===== src/ctm_pkg.sv =====
package ctm_pkg;
  localparam int KEY_W = 6;
  // key codes seen on the keypad port; hex keys are 00..0F
  localparam logic [5:0] KEY_MODE_TOGGLE = 6'h21;
  localparam logic [5:0] KEY_CLEAR = 6'h20;
  localparam logic [5:0] KEY_SHIFT = 6'h22;
  localparam logic [5:0] KEY_EDIT = 6'h23;
  localparam logic [15:0] EMUL_TOGGLE_CODE = 16'h4021;
  localparam logic [7:0] EMUL_CLEAR_PAIR = 8'h40;
  localparam logic [7:0] EMUL_TOGGLE_PAIR = 8'h21;
  localparam int SHORT_MSG_LEN = 16;
  localparam int LONG_MSG_LEN = 32;
  localparam int CLEAR_PRESSES = 2;
  // register offsets
  localparam logic [3:0] REG_KEY_WORD = 4'h0;
  localparam logic [3:0] REG_CTRL = 4'h1;
  localparam logic [3:0] REG_STATUS = 4'h2;
  localparam logic [3:0] REG_MSG_CTRL = 4'h3;
  localparam logic [3:0] REG_MSG_DATA = 4'h4;
  localparam logic [3:0] REG_DISP_DATA = 4'h5;
  // ctrl bit positions
  localparam int CTRL_CANCEL = 0;
  localparam int CTRL_STARTUP_LO = 1;
  localparam int CTRL_EMUL = 3;
  localparam int CTRL_MSG_COMMIT = 4;
  localparam int CTRL_MSG_LONG = 5;
  localparam logic [15:0] KEY_WORD_RST = 16'h0000;
  localparam logic [1:0] STARTUP_SWITCH = 2'h0;
  localparam logic [1:0] STARTUP_RESUME = 2'h1;
  localparam logic [1:0] STARTUP_TERMINAL = 2'h2;
  typedef enum logic [2:0] {
    EXEC_PROGRAM = 3'h1,
    EXEC_MONITOR = 3'h2,
    EXEC_RUN = 3'h4
  } ctm_exec_t;
  typedef enum logic [1:0] {
    CON_EDIT = 2'h1,
    CON_TERMINAL = 2'h2
  } ctm_con_t;
  typedef enum logic [2:0] {
    SCR_PASSWORD = 3'h1,
    SCR_MODE = 3'h2,
    SCR_OTHER = 3'h4
  } ctm_scr_t;
endpackage

===== src/ctm_msg_if.sv =====
`timescale 1ns/1ns
interface ctm_msg_if;
  logic we;
  logic [4:0] waddr;
  logic [7:0] wdata;
  logic [4:0] raddr;
  logic [7:0] rdata;
  modport ctrl (output we, output waddr, output wdata, output raddr, input rdata);
  modport mem (input we, input waddr, input wdata, input raddr, output rdata);
endinterface


===== src/ctm_console.sv =====
`timescale 1ns/1ns
// Notes on behaviour
// - mode toggle enters terminal only from password or mode screen; else clear first
// - toggle in terminal returns to editing and shows execution mode screen
// - terminal ignores editing keys and the mode selector switch
// - console state and execution mode are independent
// - program emulation code 4021 means clear then mode toggle
// - emulation does nothing when no console is mounted
// - power-up enters terminal per startup setting or resumed state
// - messages are short 16 or long 32 characters
// - entering terminal shows the latest message
// - no message yet shows a no-message indication
// - latest message survives execution mode changes
// - hex key n in terminal sets key word bit n
// - keys set bits only while cancel bit is clear
// - cancel bit clears the whole key word and blocks keys
// - key word kept across terminal changes and power cycles
// - clear key aborts operation; two presses blank display
// - shift modifies only the next key
// - run with start executes; memory writes rejected
// - monitor runs like run but allows forcing and value changes
// - program mode halts execution and allows editing
module ctm_console (
  input wire logic sys_clk,
  input wire logic rst,
  input wire logic [3:0] reg_addr,
  input wire logic [15:0] reg_wdata,
  input wire logic reg_wr,
  input wire logic reg_rd,
  output logic [15:0] reg_rdata,
  input wire logic key_valid,
  input wire logic [5:0] key_code,
  input wire logic console_mounted,
  input wire logic [1:0] mode_switch,
  input wire logic start_input,
  input wire logic power_restore,
  input wire logic [15:0] retained_key_word,
  input wire logic retained_terminal,
  output logic terminal_active,
  output logic [2:0] exec_mode,
  output logic [2:0] screen,
  output logic program_executing,
  output logic mem_write_allowed,
  output logic force_allowed,
  output logic edit_allowed,
  output logic shift_armed,
  output logic no_message,
  output logic [15:0] key_word,
  output logic [7:0] disp_char,
  output logic [4:0] disp_addr,
  output logic edit_key_pulse
);
  ctm_msg_if msg ();
  ctm_msg_mem #(.DEPTH(ctm_pkg::LONG_MSG_LEN)) u_mem (
    .sys_clk(sys_clk),
    .bus(msg)
  );

  logic [1:0] sync_valid_r;
  logic [5:0] sync_code0_r;
  logic [5:0] sync_code1_r;
  logic [1:0] sync_mnt_r;
  logic [1:0] sync_sw0_r;
  logic [1:0] sync_sw1_r;
  logic [1:0] sync_start_r;
  logic key_prev_r;
  logic key_stb;
  logic mounted;

  // key, mount, selector and start pins pass two flops; the code has its own two-flop chain, read when the strobe fires
  always_ff @(posedge sys_clk) begin
    if (rst) begin
      sync_valid_r <= 2'h0;
      sync_code0_r <= 6'h00;
      sync_code1_r <= 6'h00;
      sync_mnt_r <= 2'h0;
      sync_sw0_r <= 2'h0;
      sync_sw1_r <= 2'h0;
      sync_start_r <= 2'h0;
      key_prev_r <= 1'b0;
    end else begin
      sync_valid_r <= {sync_valid_r[0], key_valid};
      sync_code0_r <= key_code;
      sync_code1_r <= sync_code0_r;
      sync_mnt_r <= {sync_mnt_r[0], console_mounted};
      sync_sw0_r <= mode_switch;
      sync_sw1_r <= sync_sw0_r;
      sync_start_r <= {sync_start_r[0], start_input};
      key_prev_r <= sync_valid_r[1];
    end
  end
  assign key_stb = sync_valid_r[1] && !key_prev_r;
  assign mounted = sync_mnt_r[1];

  // software registers
  logic [15:0] key_word_r;
  logic cancel_r;
  logic [1:0] startup_r;
  logic msg_long_r;
  logic [4:0] msg_wptr_r;
  logic msg_valid_r;
  logic msg_len_long_r;
  logic wr_ctrl;
  logic emul_req;
  logic msg_commit;

  assign wr_ctrl = reg_wr && reg_addr == ctm_pkg::REG_CTRL;
  assign emul_req = wr_ctrl && reg_wdata[ctm_pkg::CTRL_EMUL];
  assign msg_commit = wr_ctrl && reg_wdata[ctm_pkg::CTRL_MSG_COMMIT];

  always_ff @(posedge sys_clk) begin
    if (rst) begin
      cancel_r <= 1'b0;
      startup_r <= ctm_pkg::STARTUP_SWITCH;
      msg_long_r <= 1'b0;
    end else if (wr_ctrl) begin
      cancel_r <= reg_wdata[ctm_pkg::CTRL_CANCEL];
      startup_r <= reg_wdata[ctm_pkg::CTRL_STARTUP_LO +: 2];
      msg_long_r <= reg_wdata[ctm_pkg::CTRL_MSG_LONG];
    end
  end

  // emulation operand must be written before the emulate strobe that uses it
  logic [15:0] emul_code_r;
  always_ff @(posedge sys_clk) begin
    if (rst) begin
      emul_code_r <= 16'h0000;
    end else if (reg_wr && reg_addr == ctm_pkg::REG_MSG_CTRL) begin
      emul_code_r <= reg_wdata;
    end
  end

  // console state machine
  ctm_pkg::ctm_con_t con_r;
  ctm_pkg::ctm_scr_t scr_r;
  logic shift_r;
  logic [1:0] clr_cnt_r;
  logic term_key;
  logic toggle_key;
  logic emul_toggle;
  logic boot_pending_r;

  assign term_key = key_stb && con_r == ctm_pkg::CON_TERMINAL;
  assign toggle_key = key_stb && sync_code1_r == ctm_pkg::KEY_MODE_TOGGLE;
  // clear pair skips the screen check so the toggle lands from any screen; entering terminal leaves the screen as it was
  assign emul_toggle = emul_req && mounted &&
    emul_code_r[15:8] == ctm_pkg::EMUL_CLEAR_PAIR &&
    emul_code_r[7:0] == ctm_pkg::EMUL_TOGGLE_PAIR;

  always_ff @(posedge sys_clk) begin
    if (rst) begin
      con_r <= ctm_pkg::CON_EDIT;
      scr_r <= ctm_pkg::SCR_PASSWORD;
      boot_pending_r <= 1'b1;
      clr_cnt_r <= 2'h0;
    end else if (boot_pending_r || power_restore) begin
      boot_pending_r <= 1'b0;
      scr_r <= ctm_pkg::SCR_PASSWORD;
      if (startup_r == ctm_pkg::STARTUP_TERMINAL ||
          (startup_r == ctm_pkg::STARTUP_RESUME && retained_terminal)) begin
        con_r <= ctm_pkg::CON_TERMINAL;
      end else begin
        con_r <= ctm_pkg::CON_EDIT;
      end
    end else if (emul_toggle) begin
      if (con_r == ctm_pkg::CON_TERMINAL) begin
        con_r <= ctm_pkg::CON_EDIT;
        scr_r <= ctm_pkg::SCR_MODE;
      end else begin
        con_r <= ctm_pkg::CON_TERMINAL;
      end
    end else if (key_stb) begin
      case (con_r)
        ctm_pkg::CON_TERMINAL: begin
          if (toggle_key) begin
            con_r <= ctm_pkg::CON_EDIT;
            scr_r <= ctm_pkg::SCR_MODE;
          end
        end
        ctm_pkg::CON_EDIT: begin
          if (toggle_key && scr_r != ctm_pkg::SCR_OTHER) begin
            con_r <= ctm_pkg::CON_TERMINAL;
          end else if (sync_code1_r == ctm_pkg::KEY_CLEAR) begin
            // two presses fully blank; the first only aborts
            if (clr_cnt_r == 2'(ctm_pkg::CLEAR_PRESSES - 1)) begin
              scr_r <= ctm_pkg::SCR_MODE;
              clr_cnt_r <= 2'h0;
            end else begin
              clr_cnt_r <= clr_cnt_r + 2'h1;
            end
          end else if (!toggle_key) begin
            scr_r <= ctm_pkg::SCR_OTHER;
            clr_cnt_r <= 2'h0;
          end
        end
        default: begin
          con_r <= ctm_pkg::CON_EDIT;
        end
      endcase
    end
  end

  // shift latch lives only for the next editing key
  always_ff @(posedge sys_clk) begin
    if (rst) begin
      shift_r <= 1'b0;
    end else if (key_stb && con_r == ctm_pkg::CON_EDIT) begin
      shift_r <= sync_code1_r == ctm_pkg::KEY_SHIFT && !shift_r;
    end
  end

  // key word: sticky bits, cancel wins over keys, program write wins over keys
  logic wr_key;
  assign wr_key = reg_wr && reg_addr == ctm_pkg::REG_KEY_WORD;
  always_ff @(posedge sys_clk) begin
    if (rst) begin
      key_word_r <= ctm_pkg::KEY_WORD_RST;
    end else if (power_restore) begin
      key_word_r <= retained_key_word;
    end else if (cancel_r) begin
      key_word_r <= 16'h0000;
    end else if (wr_key) begin
      key_word_r <= reg_wdata;
    end else if (term_key && sync_code1_r[5:4] == 2'h0) begin
      key_word_r[sync_code1_r[3:0]] <= 1'b1;
    end
  end

  // execution mode follows the selector only in editing state
  ctm_pkg::ctm_exec_t exec_r;
  always_ff @(posedge sys_clk) begin
    if (rst) begin
      exec_r <= ctm_pkg::EXEC_PROGRAM;
    end else if (con_r == ctm_pkg::CON_EDIT) begin
      case (sync_sw1_r)
        2'h1: exec_r <= ctm_pkg::EXEC_MONITOR;
        2'h2: exec_r <= ctm_pkg::EXEC_RUN;
        default: exec_r <= ctm_pkg::EXEC_PROGRAM;
      endcase
    end
  end

  // message capture: program writes chars, commit marks it current
  logic wr_msg;
  assign wr_msg = reg_wr && reg_addr == ctm_pkg::REG_MSG_DATA;
  always_ff @(posedge sys_clk) begin
    if (rst) begin
      msg_wptr_r <= 5'h00;
      msg_valid_r <= 1'b0;
      msg_len_long_r <= 1'b0;
    end else if (msg_commit) begin
      msg_wptr_r <= 5'h00;
      msg_valid_r <= 1'b1;
      msg_len_long_r <= reg_wdata[ctm_pkg::CTRL_MSG_LONG];
    end else if (wr_msg) begin
      msg_wptr_r <= msg_wptr_r + 5'h01;
    end
  end
  assign msg.we = wr_msg;
  assign msg.waddr = msg_wptr_r;
  assign msg.wdata = reg_wdata[7:0];

  // display scan walks the latest message while terminal is active
  logic [4:0] scan_r;
  logic [4:0] scan_last;
  assign scan_last = msg_len_long_r ? 5'(ctm_pkg::LONG_MSG_LEN - 1) :
    5'(ctm_pkg::SHORT_MSG_LEN - 1);
  always_ff @(posedge sys_clk) begin
    if (rst || con_r != ctm_pkg::CON_TERMINAL) begin
      scan_r <= 5'h00;
    end else if (scan_r == scan_last) begin
      scan_r <= 5'h00;
    end else begin
      scan_r <= scan_r + 5'h01;
    end
  end
  assign msg.raddr = scan_r;

  // read data lag the scan address by one cycle; the delayed copy keeps them paired
  logic [4:0] scan_d_r;
  always_ff @(posedge sys_clk) begin
    if (rst) begin
      scan_d_r <= 5'h00;
    end else begin
      scan_d_r <= scan_r;
    end
  end

  // outputs
  logic exec_run;
  assign exec_run = exec_r == ctm_pkg::EXEC_RUN || exec_r == ctm_pkg::EXEC_MONITOR;
  always_ff @(posedge sys_clk) begin
    if (rst) begin
      terminal_active <= 1'b0;
      exec_mode <= 3'h1;
      screen <= 3'h1;
      program_executing <= 1'b0;
      mem_write_allowed <= 1'b0;
      force_allowed <= 1'b0;
      edit_allowed <= 1'b0;
      shift_armed <= 1'b0;
      no_message <= 1'b1;
      key_word <= 16'h0000;
      disp_char <= 8'h00;
      disp_addr <= 5'h00;
      edit_key_pulse <= 1'b0;
    end else begin
      terminal_active <= con_r == ctm_pkg::CON_TERMINAL;
      exec_mode <= exec_r;
      screen <= scr_r;
      program_executing <= exec_run && sync_start_r[1];
      mem_write_allowed <= exec_r != ctm_pkg::EXEC_RUN;
      force_allowed <= exec_r == ctm_pkg::EXEC_MONITOR;
      edit_allowed <= exec_r == ctm_pkg::EXEC_PROGRAM;
      shift_armed <= shift_r;
      no_message <= !msg_valid_r;
      key_word <= key_word_r;
      disp_char <= (con_r == ctm_pkg::CON_TERMINAL) ? msg.rdata : 8'h00;
      disp_addr <= scan_d_r;
      edit_key_pulse <= key_stb && con_r == ctm_pkg::CON_EDIT &&
        sync_code1_r == ctm_pkg::KEY_EDIT;
    end
  end

  // register read port
  always_ff @(posedge sys_clk) begin
    if (rst) begin
      reg_rdata <= 16'h0000;
    end else if (reg_rd) begin
      case (reg_addr)
        ctm_pkg::REG_KEY_WORD: reg_rdata <= key_word_r;
        ctm_pkg::REG_CTRL: reg_rdata <= {10'h000, msg_long_r, 2'h0, startup_r, cancel_r};
        ctm_pkg::REG_STATUS: reg_rdata <= {8'h00, mounted, msg_valid_r, exec_r,
          con_r == ctm_pkg::CON_TERMINAL, shift_r, sync_start_r[1]};
        ctm_pkg::REG_MSG_CTRL: reg_rdata <= emul_code_r;
        ctm_pkg::REG_DISP_DATA: reg_rdata <= {8'h00, msg.rdata};
        default: reg_rdata <= 16'h0000;
      endcase
    end else begin
      reg_rdata <= 16'h0000;
    end
  end
endmodule


===== src/ctm_msg_mem.sv =====
`timescale 1ns/1ns
module ctm_msg_mem #(
  parameter int DEPTH = ctm_pkg::LONG_MSG_LEN
) (
  input wire logic sys_clk,
  ctm_msg_if.mem bus
);
  logic [7:0] mem_r [DEPTH];
  logic [7:0] rdata_r;
  always_ff @(posedge sys_clk) begin
    if (bus.we) begin
      mem_r[bus.waddr] <= bus.wdata;
    end
  end
  always_ff @(posedge sys_clk) begin
    rdata_r <= mem_r[bus.raddr];
  end
  assign bus.rdata = rdata_r;
endmodule


===== config.mk =====
export PLATFORM = sky130hd
export DESIGN_NAME = ctm_console
export DESIGN_NICKNAME = d
export VERILOG_FILES = /design/src/ctm_pkg.sv /design/src/ctm_msg_if.sv /design/src/ctm_console.sv /design/src/ctm_msg_mem.sv
export SDC_FILE = /design/constraint.sdc
export NUM_CORES = 1
export LEC_CHECK = 0
export BUFFER_PORTS_ARGS = -buffer_cell sky130_fd_sc_hd__clkbuf_2
export CORE_MARGIN = 8
export CORE_UTILIZATION = 45
export CTS_BUF_LIST = sky130_fd_sc_hd__clkbuf_4 sky130_fd_sc_hd__clkbuf_8
export DETAILED_ROUTE_END_ITERATION = 10
export GPL_ROUTABILITY_DRIVEN = 0
export SYNTH_ARGS = -nofsm -noshare
export SYNTH_HDL_FRONTEND = slang
export SYNTH_HIERARCHICAL = 1
export SYNTH_SLANG_ARGS = --single-unit
export TNS_END_PERCENT = 50

===== constraint.sdc =====
create_clock -name sys_clk -period 5.83 [get_ports sys_clk]
set_input_delay 0 -clock sys_clk [delete_from_list [all_inputs] [get_ports sys_clk]]
set_output_delay 0 -clock sys_clk [all_outputs]
set_load 0.01 [all_outputs]

==> impl_metrics.ini <==
[power_and_ir_drop]
p_per_area_nw_per_um2 = 325
power_leakage_nw = 6.29
vdd_drop_max_mv = 0.224
totalPowerFinal_mw = 6.01

[synth]
synth_top_cells_by_count = edfxtp_1, dfxtp_1, nor2_1
synth.mux.area_fraction_pct = 12.5
synth-seq-area-share_pct = 69.6
synth_largest_area_cell = edfxtp_1
synthXorXnorAreaFrac_pct = 0.452
synthAdderAreaFrac_pct = 0.484
synthCells = 1007
ys_async_sr_fraction_pct = 0
ys_seq_elements = 411
synth_top_area_share_pct = 49.6
yosysMostFrequentCell = edfxtp_1
synth_edf_count = 256
syn_nets = 1066
synthTopCellsByArea = edfxtp_1, dfxtp_1, mux4_2
synth_compound_area_share_pct = 5.00
synth_cell_types = 56
postSynthAreaPerCell_um2 = 15.4
synth_area_um2 = 15500
synth_top_flop_cell = edfxtp_1
synthSimpleGateAreaFrac_pct = 10.0
synth_top_family_by_area = multiplexers
yosysWarnings = 6

[final_layout]
fin_nets = 1256
postLayoutCellArea_um2 = 18500
antenna_cells = 0
syn2layout_area_growth_pct = 19.3
drive_gt1_share_pct = 27.5
utilization_pct = 54.0
final_cells = 1708

[floorplanning]
dieArea_um2 = 40700
initial_core_util_pct = 45.2
io_pins = 112
die_w_um = 202
core_um2 = 34300
row_count = 68
chipHeight_um = 202

[clock_network]
post_cts_buffers = 0
clk_latency_ns = 0.59
clock_sinks = 411
root_buffer = clkbuf_8
ctsResizeCount = 0
cts_buffers = 69
cts_tree = done
clockBufferDepth = 3
cts_max_level = 3
cts.clk_slew.worst_paths_ns = 0.06

[detailed_routing]
vias = 9370
ant_nets = 0
vias_per_cell = 5.49
drc = 0
drtIter0Drc = 898
routed_wirelength_mm = 38.4
drtPass1Iterations = 5
wl_per_cell_um = 22.5

[hold_path]
hp-class = input pin to register
min_path_cells = 5
holdPathEnd = reg_rdata[5]$_SDFF_PP0_
hold_start = reg_addr[1]

[placement]
dp.cells = 1526
placed_area_um2 = 16500
dp_slack_ns = 2.84
hpwl_mm = 24.2
port-buffer-count = 111

[sta]
whs_ns = 0.0588
rsz0062_at_grt = false
tightest_slew_ns = 1.19
clock_skew_ns = 0.0283
fin_crit_ns = 3.12
final_max_slew_viol_count = 0
relSlewSlack_pct = 20.4
max_freq_ghz = 0.320
fin_tns_setup_ns = 0
hold_viol_final = 0
period_share_pct = 53.6
setup_slack_ns = 2.71
finalSetupViolCount = 0

[worst_setup_path]
cp_slowest_cell = nor2_1
cp_top_family = simple AND/OR/NAND/NOR gates
cp_common_cell = nor2_1
end_kind = register
crit_chain = nor2_1 -> nand3_1 -> nor2_1 -> nor3_1 -> dlygate4sd3_1
cp_max_fo = 17
crit_arrival_ns = 3.59
startpoint_type = register
r2r_cells = 5
rrSetupSlack_ns = 2.71
cpPeakStageDelay_ns = 0.92
crit_buf_inv = 1
crit_start = cancel_r$_SDFFE_PP0N_
r2r_end = key_word_r[1]$_SDFFE_PP0P_
reg2reg_from = cancel_r$_SDFFE_PP0N_
criticalPathCategory = register to register
crit_required_ns = 6.30
critical_path_depth = 5

[outcome]
outcome = finished, final reports clean

[run]
drv_cap = 0

[grt]
grt_pass1_wl_mm = 58.8
grt_antenna_before_repair = 0
grt_max_degree = 68
overflow = 0
grt_usage_pct = 18.8
grt_pass1_vias = 9534
worst register-to-register path, delay by kind of cell, from the launching register on:
| kind | cells | cell delay, ns |
|---|---|---|
| flip-flops | 1 | 0.36 |
| AND/OR/NAND/NOR | 4 | 2.08 |
| buffers and inverters | 1 | 0.57 |
kinds of logic (layout without fill, tap and decap cells):
family                     Yosys count  count (layout)
AOI/OAI and AO/OA                  119             119
xor gates and xnor gates             8               8
adders and majority gates            6               6
buffers and inverters               71             317
DFF                                411             411
muxes                               93              93
and+or+nand+nor                    299             299
worst max path at each step:
stage	end	slack, ns
final	key_word_r[1]$_SDFFE_PP0P_	2.71
after global placement	u_mem/bus.rdata[6]$_DFF_P_	2.87
after detailed placement	u_mem/bus.rdata[6]$_DFF_P_	2.84
after floorplan	u_mem/bus.rdata[0]$_DFF_P_	3.64
after global routing	key_word_r[3]$_SDFFE_PP0P_	2.48
after CTS	key_word_r[1]$_SDFFE_PP0P_	2.82
sequential cells by signal, indices dropped and copies added (netlist names), 3 cells and up:
signal and cells:
u_mem/mem_r 256, emul_code_r 16, key_word 16, key_word_r 16
reg_rdata 16, disp_char 8, u_mem/bus.rdata 8, sync_code0_r 6
sync_code1_r 6, disp_addr 5, msg.raddr 5, msg.waddr 5
scan_d_r 5, exec_mode 3, exec_r 3, scr_r 3
screen 3
what timing repair did:
item	4_1_cts	5_1_grt
endpoints found under the setup margin	0	0
hold buffers	55	0
hold endpoints to repair	110	0
power breakdown:
group	internal [mW]	switching, mW	leakage (nW)
clock network	1.54	1.13	0.767
logic	0.0855	0.122	1.96
registers	3.12	0.0263	3.57
routing by layer:
metal  share of wire (%)  global-route usage (%)  routed length, µm  up-vias
met4                 2.1                    5.92                819        0
li1                    -                       -                  -     4239
met5                   0                       0                  0        -
met3                 7.6                    4.33               2920       67
met2                  49                    31.0              18800      419
met1                  41                    24.4              15800     4645
layout by cell type, fill, tap and decap left out, drive strengths merged, types with 8 or more instances in the layout:
master	synthesis	layout
edfxtp	256	256
a21oi	45	45
clkbuf	42	210
a221oi	15	15
mux2	8	8
and2	10	10
inv	11	12
nor2	83	83
clkinv	0	19
nand2	55	55
buf	18	14
nand3	26	26
nor2b	59	59
mux4	80	80
nor3	19	19
a31oi	8	8
dfxtp	155	155
o21ai	19	19
dlygate4sd3	0	55
a222oi	8	8
a22oi	12	12
layout make-up:
cell class | instances | area [µm²]
sequential | 411 | 10800
multi-input combinational | 525 | 4430
clock buffer | 100 | 1230
fill | 2814 | 15800
timing repair buffer | 179 | 1210
tap | 455 | 569
inverter | 11 | 41.3
clock inverter | 27 | 233
Note: power is estimated with default switching activity, not from simulation.
